`config.mk`:
```
export PLATFORM = sky130hd
export DESIGN_NAME = video_auto_size_measure
export DESIGN_NICKNAME = d
export VERILOG_FILES = /design/src/auto_size_pkg.sv /design/src/video_auto_size_measure.sv /design/src/edge_counter.sv
export SDC_FILE = /design/constraint.sdc
export NUM_CORES = 1
export LEC_CHECK = 0
export BUFFER_PORTS_ARGS = -buffer_cell sky130_fd_sc_hd__buf_4
export CORE_MARGIN = 2
export CORE_UTILIZATION = 55
export CTS_BUF_LIST = sky130_fd_sc_hd__clkbuf_4 sky130_fd_sc_hd__clkbuf_8 sky130_fd_sc_hd__clkbuf_16
export DETAILED_ROUTE_END_ITERATION = 7
export HOLD_SLACK_MARGIN = 0.12
export PLACE_DENSITY_LB_ADDON = 0.25
export SLEW_MARGIN = 0
export SYNTH_ARGS = -nofsm -noshare
export SYNTH_HDL_FRONTEND = slang
export SYNTH_SLANG_ARGS = --single-unit
```
`constraint.sdc`:
```
create_clock -name pclk -period 6.24 [get_ports pclk]
set_input_delay 1.248 -clock pclk [delete_from_list [all_inputs] [get_ports pclk]]
set_output_delay 1.248 -clock pclk [all_outputs]
set_load 0.005 [all_outputs]
```
`src/auto_size_pkg.sv`:
```
// package: register map, field layout and timing constants of the auto size measurement block
package auto_size_pkg;
   // ***********************************************
   // register indices (printed offsets are not word aligned; byte address = 4 * index)
   // ***********************************************
   localparam logic [15:0] IDX_VFP_LOW = 16'h8586;
   localparam logic [15:0] IDX_VFP_HIGH = 16'h8587;
   localparam logic [15:0] IDX_VSYNC = 16'h8588;
   localparam logic [15:0] IDX_VBP_LOW = 16'h8589;
   localparam logic [15:0] IDX_VBP_HIGH = 16'h858a;
   localparam logic [15:0] IDX_PVFP_LOW = 16'h858b;
   localparam logic [15:0] IDX_PVFP_HIGH = 16'h858c;
   localparam logic [15:0] IDX_PVSYNC = 16'h858d;
   localparam logic [15:0] IDX_PVBP_LOW = 16'h858e;
   localparam logic [15:0] IDX_PVBP_HIGH = 16'h858f;
   // registers of our own placement
   localparam logic [15:0] IDX_HBP = 16'h8584;
   localparam logic [15:0] IDX_CTRL = 16'h85a0;
   localparam logic [15:0] IDX_IRQ_STATUS = 16'h85a1;
   localparam logic [15:0] IDX_IRQ_MASK = 16'h85a2;
   // ***********************************************
   // control and interrupt fields
   // ***********************************************
   localparam int CTRL_ENABLE_BIT = 0;  // auto size enable, self clearing
   localparam int CTRL_VDRESET_BIT = 1; // video detect reset, write one pulse
   localparam int IRQ_DONE_BIT = 0;     // measurement finished
   localparam int IRQ_NOVIDEO_BIT = 1;  // video lost
   localparam int IRQ_WIDTH = 2;
   localparam logic [IRQ_WIDTH-1:0] IRQ_MASK_RESET = 2'h0;
   // ***********************************************
   // widths and timing
   // ***********************************************
   localparam int PORCH_WIDTH = 11;
   localparam int SYNC_WIDTH = 8;
   localparam int MEASURE_FIELDS = 2;     // fields watched per measurement
   localparam int CLK_MHZ = 10;
   localparam int LOSS_TIMEOUT_US = 100;  // no line edge this long means no video
   localparam int LOSS_TIMEOUT_CYCLES = LOSS_TIMEOUT_US * CLK_MHZ;
endpackage : auto_size_pkg

```
`src/video_auto_size_measure.sv`:
```
// file: auto size timing measurement with apb register access and interrupt
//
// The APB interface to the registers was chosen for this implementation.
`timescale 1ns/100ps
`default_nettype none
module video_auto_size_measure #(
   parameter int PORCH_W = auto_size_pkg::PORCH_WIDTH,
   parameter int SYNC_W = auto_size_pkg::SYNC_WIDTH,
   parameter int LOSS_CYCLES = auto_size_pkg::LOSS_TIMEOUT_CYCLES
) (
   input wire logic pclk,
   input wire logic presetn,
   input wire logic ce,
   // apb slave
   input wire logic psel,
   input wire logic penable,
   input wire logic pwrite,
   input wire logic [17:0] paddr,
   input wire logic [31:0] pwdata,
   output logic [31:0] prdata,
   output logic pready,
   output logic pslverr,
   // video timing, synchronous to pclk, one pixel per enabled cycle
   input wire logic pixel_en,
   input wire logic hsync,
   input wire logic vsync,
   input wire logic video_active,
   output logic irq
);
   // ***********************************************
   // elaboration checks
   // ***********************************************
   initial begin
      if (PORCH_W != 11 || SYNC_W != 8) $error("porch must be 11 and sync 8 bits");
      if (LOSS_CYCLES < 2) $error("loss timeout too short");
   end

   // ***********************************************
   // sync edge detection
   // ***********************************************
   logic hsync_reg;  // previous horizontal sync level
   logic vsync_reg;  // previous vertical sync level
   logic active_reg; // previous video active level
   // no fall detector: hcount is held at zero through sync
   wire hs_rise = !hsync_reg && hsync;          // line start
   wire vs_rise = !vsync_reg && vsync;
   wire vs_fall = vsync_reg && !vsync;
   wire act_rise = !active_reg && video_active; // back porch ends
   wire act_fall = active_reg && !video_active; // front porch starts

   // edge history register
   // reset levels match idle pins: no false edge
   always_ff @(posedge pclk or negedge presetn) begin
      if (!presetn) begin
         hsync_reg <= 1'b0;
         vsync_reg <= 1'b0;
         active_reg <= 1'b0;
      end else if (ce) begin
         hsync_reg <= hsync;
         vsync_reg <= vsync;
         active_reg <= video_active;
      end
   end

   // ***********************************************
   // duration counters
   // ***********************************************
   logic [PORCH_W-1:0] hcount; // pixels since horizontal sync end
   logic [PORCH_W-1:0] vcount; // lines since last vertical reference edge
   logic in_vbp_reg; // between vsync end and first active line
   logic in_vfp_reg; // from the first active line end until vsync
   logic line_active_reg; // active video seen during current line

   // pixels counted from the falling sync edge
   edge_counter #(.WIDTH(PORCH_W)) hcounter (
      .pclk(pclk),
      .presetn(presetn),
      .ce(ce),
      // held in sync: first porch pixel counts
      .restart(hsync),
      .advance(pixel_en),
      .count(hcount)
   );

   // lines counted from each vertical edge, advanced by line start
   edge_counter #(.WIDTH(PORCH_W)) vcounter (
      .pclk(pclk),
      .presetn(presetn),
      .ce(ce),
      // each active line end restarts; the last one wins
      .restart(vs_rise || vs_fall || (act_fall && !in_vbp_reg && line_active_reg)),
      .advance(hs_rise),
      .count(vcount)
   );

   // ***********************************************
   // measurement control
   // ***********************************************
   typedef enum logic [1:0] {IDLE, ARM, MEASURE} meas_state_t;
   meas_state_t state_reg;
   meas_state_t state_next;
   logic [1:0] field_cnt_reg;
   // presence: cycles since the last line start
   logic [31:0] quiet_reg;           // cycles since last horizontal edge
   logic video_present;
   logic enable_reg;                 // auto size enable, software set
   logic [PORCH_W-1:0] hbp_reg;
   logic [PORCH_W-1:0] vfp_reg;
   logic [SYNC_W-1:0] vsync_w_reg;
   logic [PORCH_W-1:0] vbp_reg;
   logic [PORCH_W-1:0] pvfp_reg;
   logic [SYNC_W-1:0] pvsync_reg;
   logic [PORCH_W-1:0] pvbp_reg;
   logic [auto_size_pkg::IRQ_WIDTH-1:0] irq_status_reg;
   logic [auto_size_pkg::IRQ_WIDTH-1:0] irq_mask_reg;
   logic vdreset_pend_reg;

   // ***********************************************
   // apb decode
   // ***********************************************
   // byte address from register index; paddr holds byte address
   function automatic logic hit(input logic [17:0] a, input logic [15:0] idx);
      hit = (a == {idx, 2'b00});
   endfunction : hit

   wire apb_acc = psel && penable;
   wire apb_wr = apb_acc && pwrite;
   wire hit_ctrl = hit(paddr, auto_size_pkg::IDX_CTRL);
   wire hit_stat = hit(paddr, auto_size_pkg::IDX_IRQ_STATUS);
   wire hit_mask = hit(paddr, auto_size_pkg::IDX_IRQ_MASK);
   wire wr_ctrl = apb_wr && hit_ctrl;
   wire set_enable = wr_ctrl && pwdata[auto_size_pkg::CTRL_ENABLE_BIT] && !enable_reg;
   wire vd_reset = wr_ctrl && pwdata[auto_size_pkg::CTRL_VDRESET_BIT];
   wire wr_stat = apb_wr && hit_stat;
   wire wr_mask = apb_wr && hit_mask;

   // video presence: a horizontal edge seen within the loss timeout
   // limitation: very long lines read as lost
   assign video_present = (quiet_reg < LOSS_CYCLES);
   wire field_end = vs_rise && in_vfp_reg;
   wire meas_done = (state_reg == MEASURE) && field_end &&
                    (field_cnt_reg == 2'(auto_size_pkg::MEASURE_FIELDS - 1));

   // state transitions: arm waits for a clean field start, so every field is whole
   always_comb begin
      state_next = state_reg;
      unique case (state_reg)
         IDLE: begin
            if (set_enable) state_next = ARM;
         end
         ARM: begin
            if (!video_present) state_next = IDLE;
            else if (vs_rise) state_next = MEASURE;
         end
         MEASURE: begin
            if (!video_present || meas_done) state_next = IDLE;
         end
         default: state_next = IDLE; // spare code
      endcase
   end

   // enable stays high while measuring and clears itself at the end
   // a start while busy is ignored
   wire enable_next = (state_next != IDLE);

   // state, field count and presence timer
   // the timer stops at the limit, never wraps
   always_ff @(posedge pclk or negedge presetn) begin
      if (!presetn) begin
         state_reg <= IDLE;
         field_cnt_reg <= 2'h0;
         quiet_reg <= 32'h0;
         enable_reg <= 1'b0;
      end else if (ce) begin
         state_reg <= state_next;
         enable_reg <= enable_next;
         quiet_reg <= (hs_rise) ? 32'h0 : (video_present ? quiet_reg + 32'h1 : quiet_reg);
         if (state_reg != MEASURE) field_cnt_reg <= 2'h0;
         else if (field_end) field_cnt_reg <= field_cnt_reg + 2'h1;
      end
   end

   // vertical phase tracking per line
   always_ff @(posedge pclk or negedge presetn) begin
      if (!presetn) begin
         in_vbp_reg <= 1'b0;
         in_vfp_reg <= 1'b0;
         line_active_reg <= 1'b0;
      end else if (ce) begin
         if (hs_rise) line_active_reg <= 1'b0;
         else if (video_active) line_active_reg <= 1'b1;
         if (vs_fall) in_vbp_reg <= 1'b1;
         else if (act_rise) in_vbp_reg <= 1'b0;
         if (vs_rise) in_vfp_reg <= 1'b0;
         else if (act_fall && !in_vbp_reg) in_vfp_reg <= 1'b1;
      end
   end

   // ***********************************************
   // capture of current results
   // ***********************************************
   wire measuring = (state_reg == MEASURE);
   wire hbp_cap = measuring && act_rise;                 // pixels from sync end to video
   wire vbp_cap = measuring && in_vbp_reg && act_rise;   // lines from vsync end to video
   wire vfp_cap = measuring && in_vfp_reg && vs_rise;    // lines from last video to vsync
   wire vsw_cap = measuring && vs_fall;                  // lines inside vsync
   // long sync saturates at 8 bits
   logic [SYNC_W-1:0] vsync_lines;
   assign vsync_lines = (vcount > PORCH_W'({SYNC_W{1'b1}})) ? '1 : vcount[SYNC_W-1:0];

   // smallest porch values are kept, sync width takes the latest; first capture after arm loads directly
   // zero means none yet, so a zero porch is lost
   always_ff @(posedge pclk or negedge presetn) begin
      if (!presetn) begin
         hbp_reg <= '0;
         vfp_reg <= '0;
         vsync_w_reg <= '0;
         vbp_reg <= '0;
      end else if (ce) begin
         if (set_enable || !video_present) begin
            hbp_reg <= '0;
            vfp_reg <= '0;
            vsync_w_reg <= '0;
            vbp_reg <= '0;
         end else begin
            if (hbp_cap && (hbp_reg == '0 || hcount < hbp_reg)) hbp_reg <= hcount;
            if (vfp_cap && (vfp_reg == '0 || vcount < vfp_reg)) vfp_reg <= vcount;
            if (vsw_cap) vsync_w_reg <= vsync_lines;
            if (vbp_cap && (vbp_reg == '0 || vcount < vbp_reg)) vbp_reg <= vcount;
         end
      end
   end

   // ***********************************************
   // previous field copies
   // ***********************************************
   // at each field end the field's front porch count and the held sync width and back porch results move into the previous set;
   // a video detect reset holds them at zero until the next whole field
   // the field cut by the reset is dropped
   always_ff @(posedge pclk or negedge presetn) begin
      if (!presetn) begin
         pvfp_reg <= '0;
         pvsync_reg <= '0;
         pvbp_reg <= '0;
         vdreset_pend_reg <= 1'b0;
      end else if (ce) begin
         if (vd_reset || !video_present) begin
            pvfp_reg <= '0;
            pvsync_reg <= '0;
            pvbp_reg <= '0;
            vdreset_pend_reg <= vd_reset;
         end else if (vs_rise && in_vfp_reg) begin
            if (vdreset_pend_reg) begin
               vdreset_pend_reg <= 1'b0; // partial field after reset is discarded
            end else begin
               pvfp_reg <= vcount;
               pvsync_reg <= vsync_w_reg;
               pvbp_reg <= vbp_reg;
            end
         end
      end
   end

   // ***********************************************
   // interrupt status and mask
   // ***********************************************
   logic [auto_size_pkg::IRQ_WIDTH-1:0] irq_event;
   assign irq_event[auto_size_pkg::IRQ_DONE_BIT] = enable_reg && !enable_next;
   assign irq_event[auto_size_pkg::IRQ_NOVIDEO_BIT] = (quiet_reg == 32'(LOSS_CYCLES - 1));
   logic [auto_size_pkg::IRQ_WIDTH-1:0] clear_bits;
   assign clear_bits = wr_stat ? pwdata[auto_size_pkg::IRQ_WIDTH-1:0] : '0;

   // set wins over write-one-to-clear
   // an event in the clear cycle is kept
   always_ff @(posedge pclk or negedge presetn) begin
      if (!presetn) begin
         irq_status_reg <= '0;
         irq_mask_reg <= auto_size_pkg::IRQ_MASK_RESET;
      end else if (ce) begin
         irq_status_reg <= (irq_status_reg & ~clear_bits) | irq_event;
         if (wr_mask) irq_mask_reg <= pwdata[auto_size_pkg::IRQ_WIDTH-1:0];
      end
   end
   assign irq = |(irq_status_reg & irq_mask_reg);

   // ***********************************************
   // apb read path
   // ***********************************************
   logic [31:0] rdata_mux;
   logic addr_ok;
   // results read only when enable has cleared; earlier reads see live values
   always_comb begin
      rdata_mux = 32'h0;
      addr_ok = 1'b1;
      unique case (paddr)
         {auto_size_pkg::IDX_VFP_LOW, 2'b00}: rdata_mux = {24'h0, vfp_reg[7:0]};
         {auto_size_pkg::IDX_VFP_HIGH, 2'b00}: rdata_mux = {29'h0, vfp_reg[10:8]};
         {auto_size_pkg::IDX_VSYNC, 2'b00}: rdata_mux = {24'h0, vsync_w_reg};
         {auto_size_pkg::IDX_VBP_LOW, 2'b00}: rdata_mux = {24'h0, vbp_reg[7:0]};
         {auto_size_pkg::IDX_VBP_HIGH, 2'b00}: rdata_mux = {29'h0, vbp_reg[10:8]};
         {auto_size_pkg::IDX_PVFP_LOW, 2'b00}: rdata_mux = {24'h0, pvfp_reg[7:0]};
         {auto_size_pkg::IDX_PVFP_HIGH, 2'b00}: rdata_mux = {29'h0, pvfp_reg[10:8]};
         {auto_size_pkg::IDX_PVSYNC, 2'b00}: rdata_mux = {24'h0, pvsync_reg};
         {auto_size_pkg::IDX_PVBP_LOW, 2'b00}: rdata_mux = {24'h0, pvbp_reg[7:0]};
         {auto_size_pkg::IDX_PVBP_HIGH, 2'b00}: rdata_mux = {29'h0, pvbp_reg[10:8]};
         {auto_size_pkg::IDX_HBP, 2'b00}: rdata_mux = {21'h0, hbp_reg};
         {auto_size_pkg::IDX_CTRL, 2'b00}: rdata_mux = {31'h0, enable_reg};
         {auto_size_pkg::IDX_IRQ_STATUS, 2'b00}: rdata_mux = {30'h0, irq_status_reg};
         {auto_size_pkg::IDX_IRQ_MASK, 2'b00}: rdata_mux = {30'h0, irq_mask_reg};
         default: addr_ok = 1'b0;
      endcase
   end

   // read data registered in the setup cycle, presented in the access cycle
   always_ff @(posedge pclk or negedge presetn) begin
      if (!presetn) begin
         prdata <= 32'h0;
      end else if (ce && psel && !penable) begin
         prdata <= rdata_mux;
      end
   end

   // zero wait state; unmapped addresses answer with an error
   // unaligned addresses are refused as well
   assign pready = 1'b1;
   assign pslverr = apb_acc && !addr_ok;
endmodule : video_auto_size_measure
`default_nettype wire

```
`src/edge_counter.sv`:
```
// file: saturating duration counter restarted on a strobe
`timescale 1ns/100ps
`default_nettype none
module edge_counter #(
   parameter int WIDTH = 11
) (
   input wire logic pclk,
   input wire logic presetn,
   input wire logic ce,
   input wire logic restart,   // start a new count from zero
   input wire logic advance,   // one unit of time elapsed
   output logic [WIDTH-1:0] count
);
   initial begin
      if (WIDTH < 2 || WIDTH > 16) $error("edge_counter width out of range");
   end
   logic [WIDTH-1:0] count_next;
   wire saturated = &count;
   // saturation keeps a stuck signal from wrapping into a plausible small value
   assign count_next = restart ? '0 : (advance && !saturated) ? count + 1'b1 : count;
   // counter register
   always_ff @(posedge pclk or negedge presetn) begin
      if (!presetn) begin
         count <= '0;
      end else if (ce) begin
         count <= count_next;
      end
   end
endmodule : edge_counter
`default_nettype wire

```
==> summary.md <==
| Metric | Value |
|---|---|
| Outcome | `completed` |
| Yosys warns | `0` |
| P_leak | `4.18 nW` |
| Root Buffer | `clkbuf_16` |
| Critical Path End Type | `output pin` |
| TritonCTS Buffers | `17` |
| Cells resized by post-CTS repair | `0` |
| Register area share after synthesis | `47.0%` |
| Largest family of logic cells by synthesized area | `compound AO/OA/AOI/OAI gates` |
| Leading cell types in the layout, fill and taps excluded | `dfrtp_1 (152), a22o_1 (70), nor2_1 (63)` |
| Via density | `6.31` |
| Worst clock skew | `0.00932 ns` |
| Critical-path cell list | `buf_4 -> nor4b_4 -> and2_0 -> and3_1 -> a311o_1 -> nor2_1 -> buf_4` |
| Reg-to-reg startpoint | `quiet_reg[18]` |
| Port buffer count | `42` |
| GRT Total Usage | `26.1%` |
| Fin crit share | `69.3%` |
| Top FF cell, synth | `dfrtp_1` |
| Critical Path Start | `paddr[16]` |
| Die area | `0.0157 mm²` |
| # setup viols final | `0` |
| Avg Inst Size Synth | `10.4 µm²` |
| Synth cell types | `73` |
| Setup TNS | `0 ns` |
| Ant diodes | `0` |
| WP data arrival | `3.08 ns` |
| Worst-Margin Slew | `1.29 ns` |
| Crit path top cell by count | `buf_4` |
| Initial antenna violation count | `0` |
| Hold Path Depth | `2` |
| XOR/XNOR share of the synthesized area | `2.49%` |
| IR drop worst, VDD | `0.000194 V` |
| Worst R2R Setup Slack | `3.32 ns` |
| Core area | `0.0144 mm²` |
| Cell count after synthesis | `777` |
| Placed insts | `966` |
| Global-route wire length before repair | `32.7 mm` |
| Largest register FFs | `32` |
| FP Rows | `44` |
| Area delta synth->final | `9.47%` |
| # IOs | `95` |
| Max Slew Vio Count | `0` |
| Critical path class | `in2out` |
| EDFF count, synth | `0` |
| Hold path endpoint | `prdata[8]` |
| P per Cell Area | `267 mW/mm²` |
| Fin. Hold Viols | `0` |
| Total of max-cap violations | `0` |
| Post-route ant nets | `0` |
| Post-CTS Setup Repair Bufs | `0` |
| Vias post-DR | `6292` |
| Critical-path top delay cell | `and2_0` |
| Hold Path Origin | `prdata[8]` |
| Number of global-route vias before repair | `6316` |
| Reg2Reg Capture Point | `pvbp_reg[4]` |
| Maximum number of pins on one net before global-route repair | `85` |
| Initial Utilization | `56.1%` |
| Routed len/inst | `19.6 µm` |
| Seq cells post-synth | `152` |
| Hold WC Path Type | `reg2reg` |
| TritonCTS clock tree | `built` |
| Initial DRC count | `694` |
| Nets | `897` |
| Placed wire-length estimate | `13.7 mm` |
| Startpoint types | `primary input` |
| Area fraction in compound gates after synthesis | `18.5%` |
| Post-synth ARST share | `100%` |
| CTS Sinks | `152` |
| RSZ-0062 raised after global routing | `no` |
| Total Wirelength | `19.6 mm` |
| Worst R2R Path Depth | `7` |
| Die W | `125 µm` |
| Simple-Gate Fraction of Synth Area | `17.9%` |
| Finished Layout Cells | `997` |
| DR DRC count | `0` |
| Post-Syn Area | `0.00809 mm²` |
| Fraction of final layout cells sized beyond drive strength 1 | `13.0%` |
| Final core utilization | `61.4%` |
| Max Buffers Root-to-Sink | `2` |
| CP max stage delay | `0.46 ns` |
| Drt pass-1 iters | `7` |
| Slew HR | `13.9%` |
| Most common cell after layout, fill and taps aside | `dfrtp_1` |
| Fmax | `231 MHz` |
| H-tree levels | `4` |
| Worst path required time | `4.99 ns` |
| GRT Residual Overflow | `0` |
| Die height | `125 µm` |
| Adder and majority gate portion of the synthesized area | `5.57%` |
| Hold_buf cts | `0` |
| Placer congestion estimate | `0.896` |
| Final critical-path required period | `4.32 ns` |
| Clock transition at path regs | `0.06 ns` |
| Clk_lat worst skew | `0.42 ns` |
| Mux contribution to synthesized area | `0.944%` |
| CP max FO | `8` |
report_power, final:
group / total (W) / leakage [nW] / internal (W) / switching [W]
Clock: 0.000987 / 0.274 / 0.000577 / 0.000410
Combinational: 0.000270 / 1.82 / 0.000118 / 0.000152
Sequential: 0.00111 / 2.08 / 0.00104 / 0.0000643
worst max path at each step:
stage	cells past startpoint	endpoint	slack [ns]
6_report	7	pslverr	1.92
5_1_grt	7	pslverr	1.77
4_1_cts	7	pslverr	1.95
3_5_place_dp	7	pslverr	1.95
3_3_place_gp	7	pslverr	1.97
2_1_floorplan	6	pslverr	2.42
layer usage:
layer	GRT usage [%]	routed length, µm
met1	36.4	8660
met2	40.0	9100
met3	5.48	1190
met4	10.9	616
met5	0	0
critical path, delay by kind of cell:
| kind | cells | cell delay, ns |
|---|---|---|
| buffers and inverters | 2 | 0.25 |
| and+or+nand+nor | 4 | 1.37 |
| AOI/OAI and AO/OA | 1 | 0.20 |
layout make-up:
| cell class | instances | area, µm² |
|---|---|---|
| inverter | 42 | 158 |
| tap | 184 | 230 |
| clock buffer | 20 | 467 |
| sequential | 152 | 3800 |
| multi-input combinational | 543 | 3750 |
| clock inverter | 11 | 98.8 |
| timing repair buffer | 45 | 342 |
| fill | 1156 | 5570 |
cell usage after synthesis, types with 13 or more instances:
| master | instances | area [µm²] |
|---|---|---|
| xor2_1 | 17 | 149 |
| ha_1 | 36 | 450 |
| a21oi_1 | 21 | 105 |
| nand3_1 | 23 | 115 |
| nand4_1 | 13 | 81.3 |
| nand2_1 | 47 | 176 |
| o21ai_0 | 15 | 75.1 |
| clkbuf_1 | 15 | 56.3 |
| and3_1 | 18 | 113 |
| nor2b_1 | 32 | 200 |
| inv_1 | 42 | 158 |
| buf_4 | 24 | 180 |
| nor2_1 | 63 | 236 |
| dfrtp_1 | 152 | 3800 |
| a22o_1 | 70 | 613 |
kinds of logic (layout without fill, tap and decap cells):
group	count (synthesis)	after routing
AO/OA/AOI/OAI	192	192
XOR/XNOR	23	23
adder cells (fa/ha/maj)	36	36
buffers and inverters	102	118
flip-flops	152	152
multiplexers	7	7
other	2	22
AND/OR/NAND/NOR	263	263
stage by stage:
stage / hold WS (ns) / instance area [µm²] / total power [W] / setup WS (ns)
2_1_floorplan: 0.450 / 8160 / 0.00130 / 2.42
3_3_place_gp: 0.455 / 8290 / 0.00137 / 1.97
3_5_place_dp: 0.458 / 8290 / 0.00139 / 1.95
4_1_cts: 0.472 / 8850 / 0.00237 / 1.95
5_1_grt: 0.483 / 8850 / 0.00246 / 1.77
6_report: 0.467 / 8850 / 0.00236 / 1.92
Power figures use the tool's default switching activity.
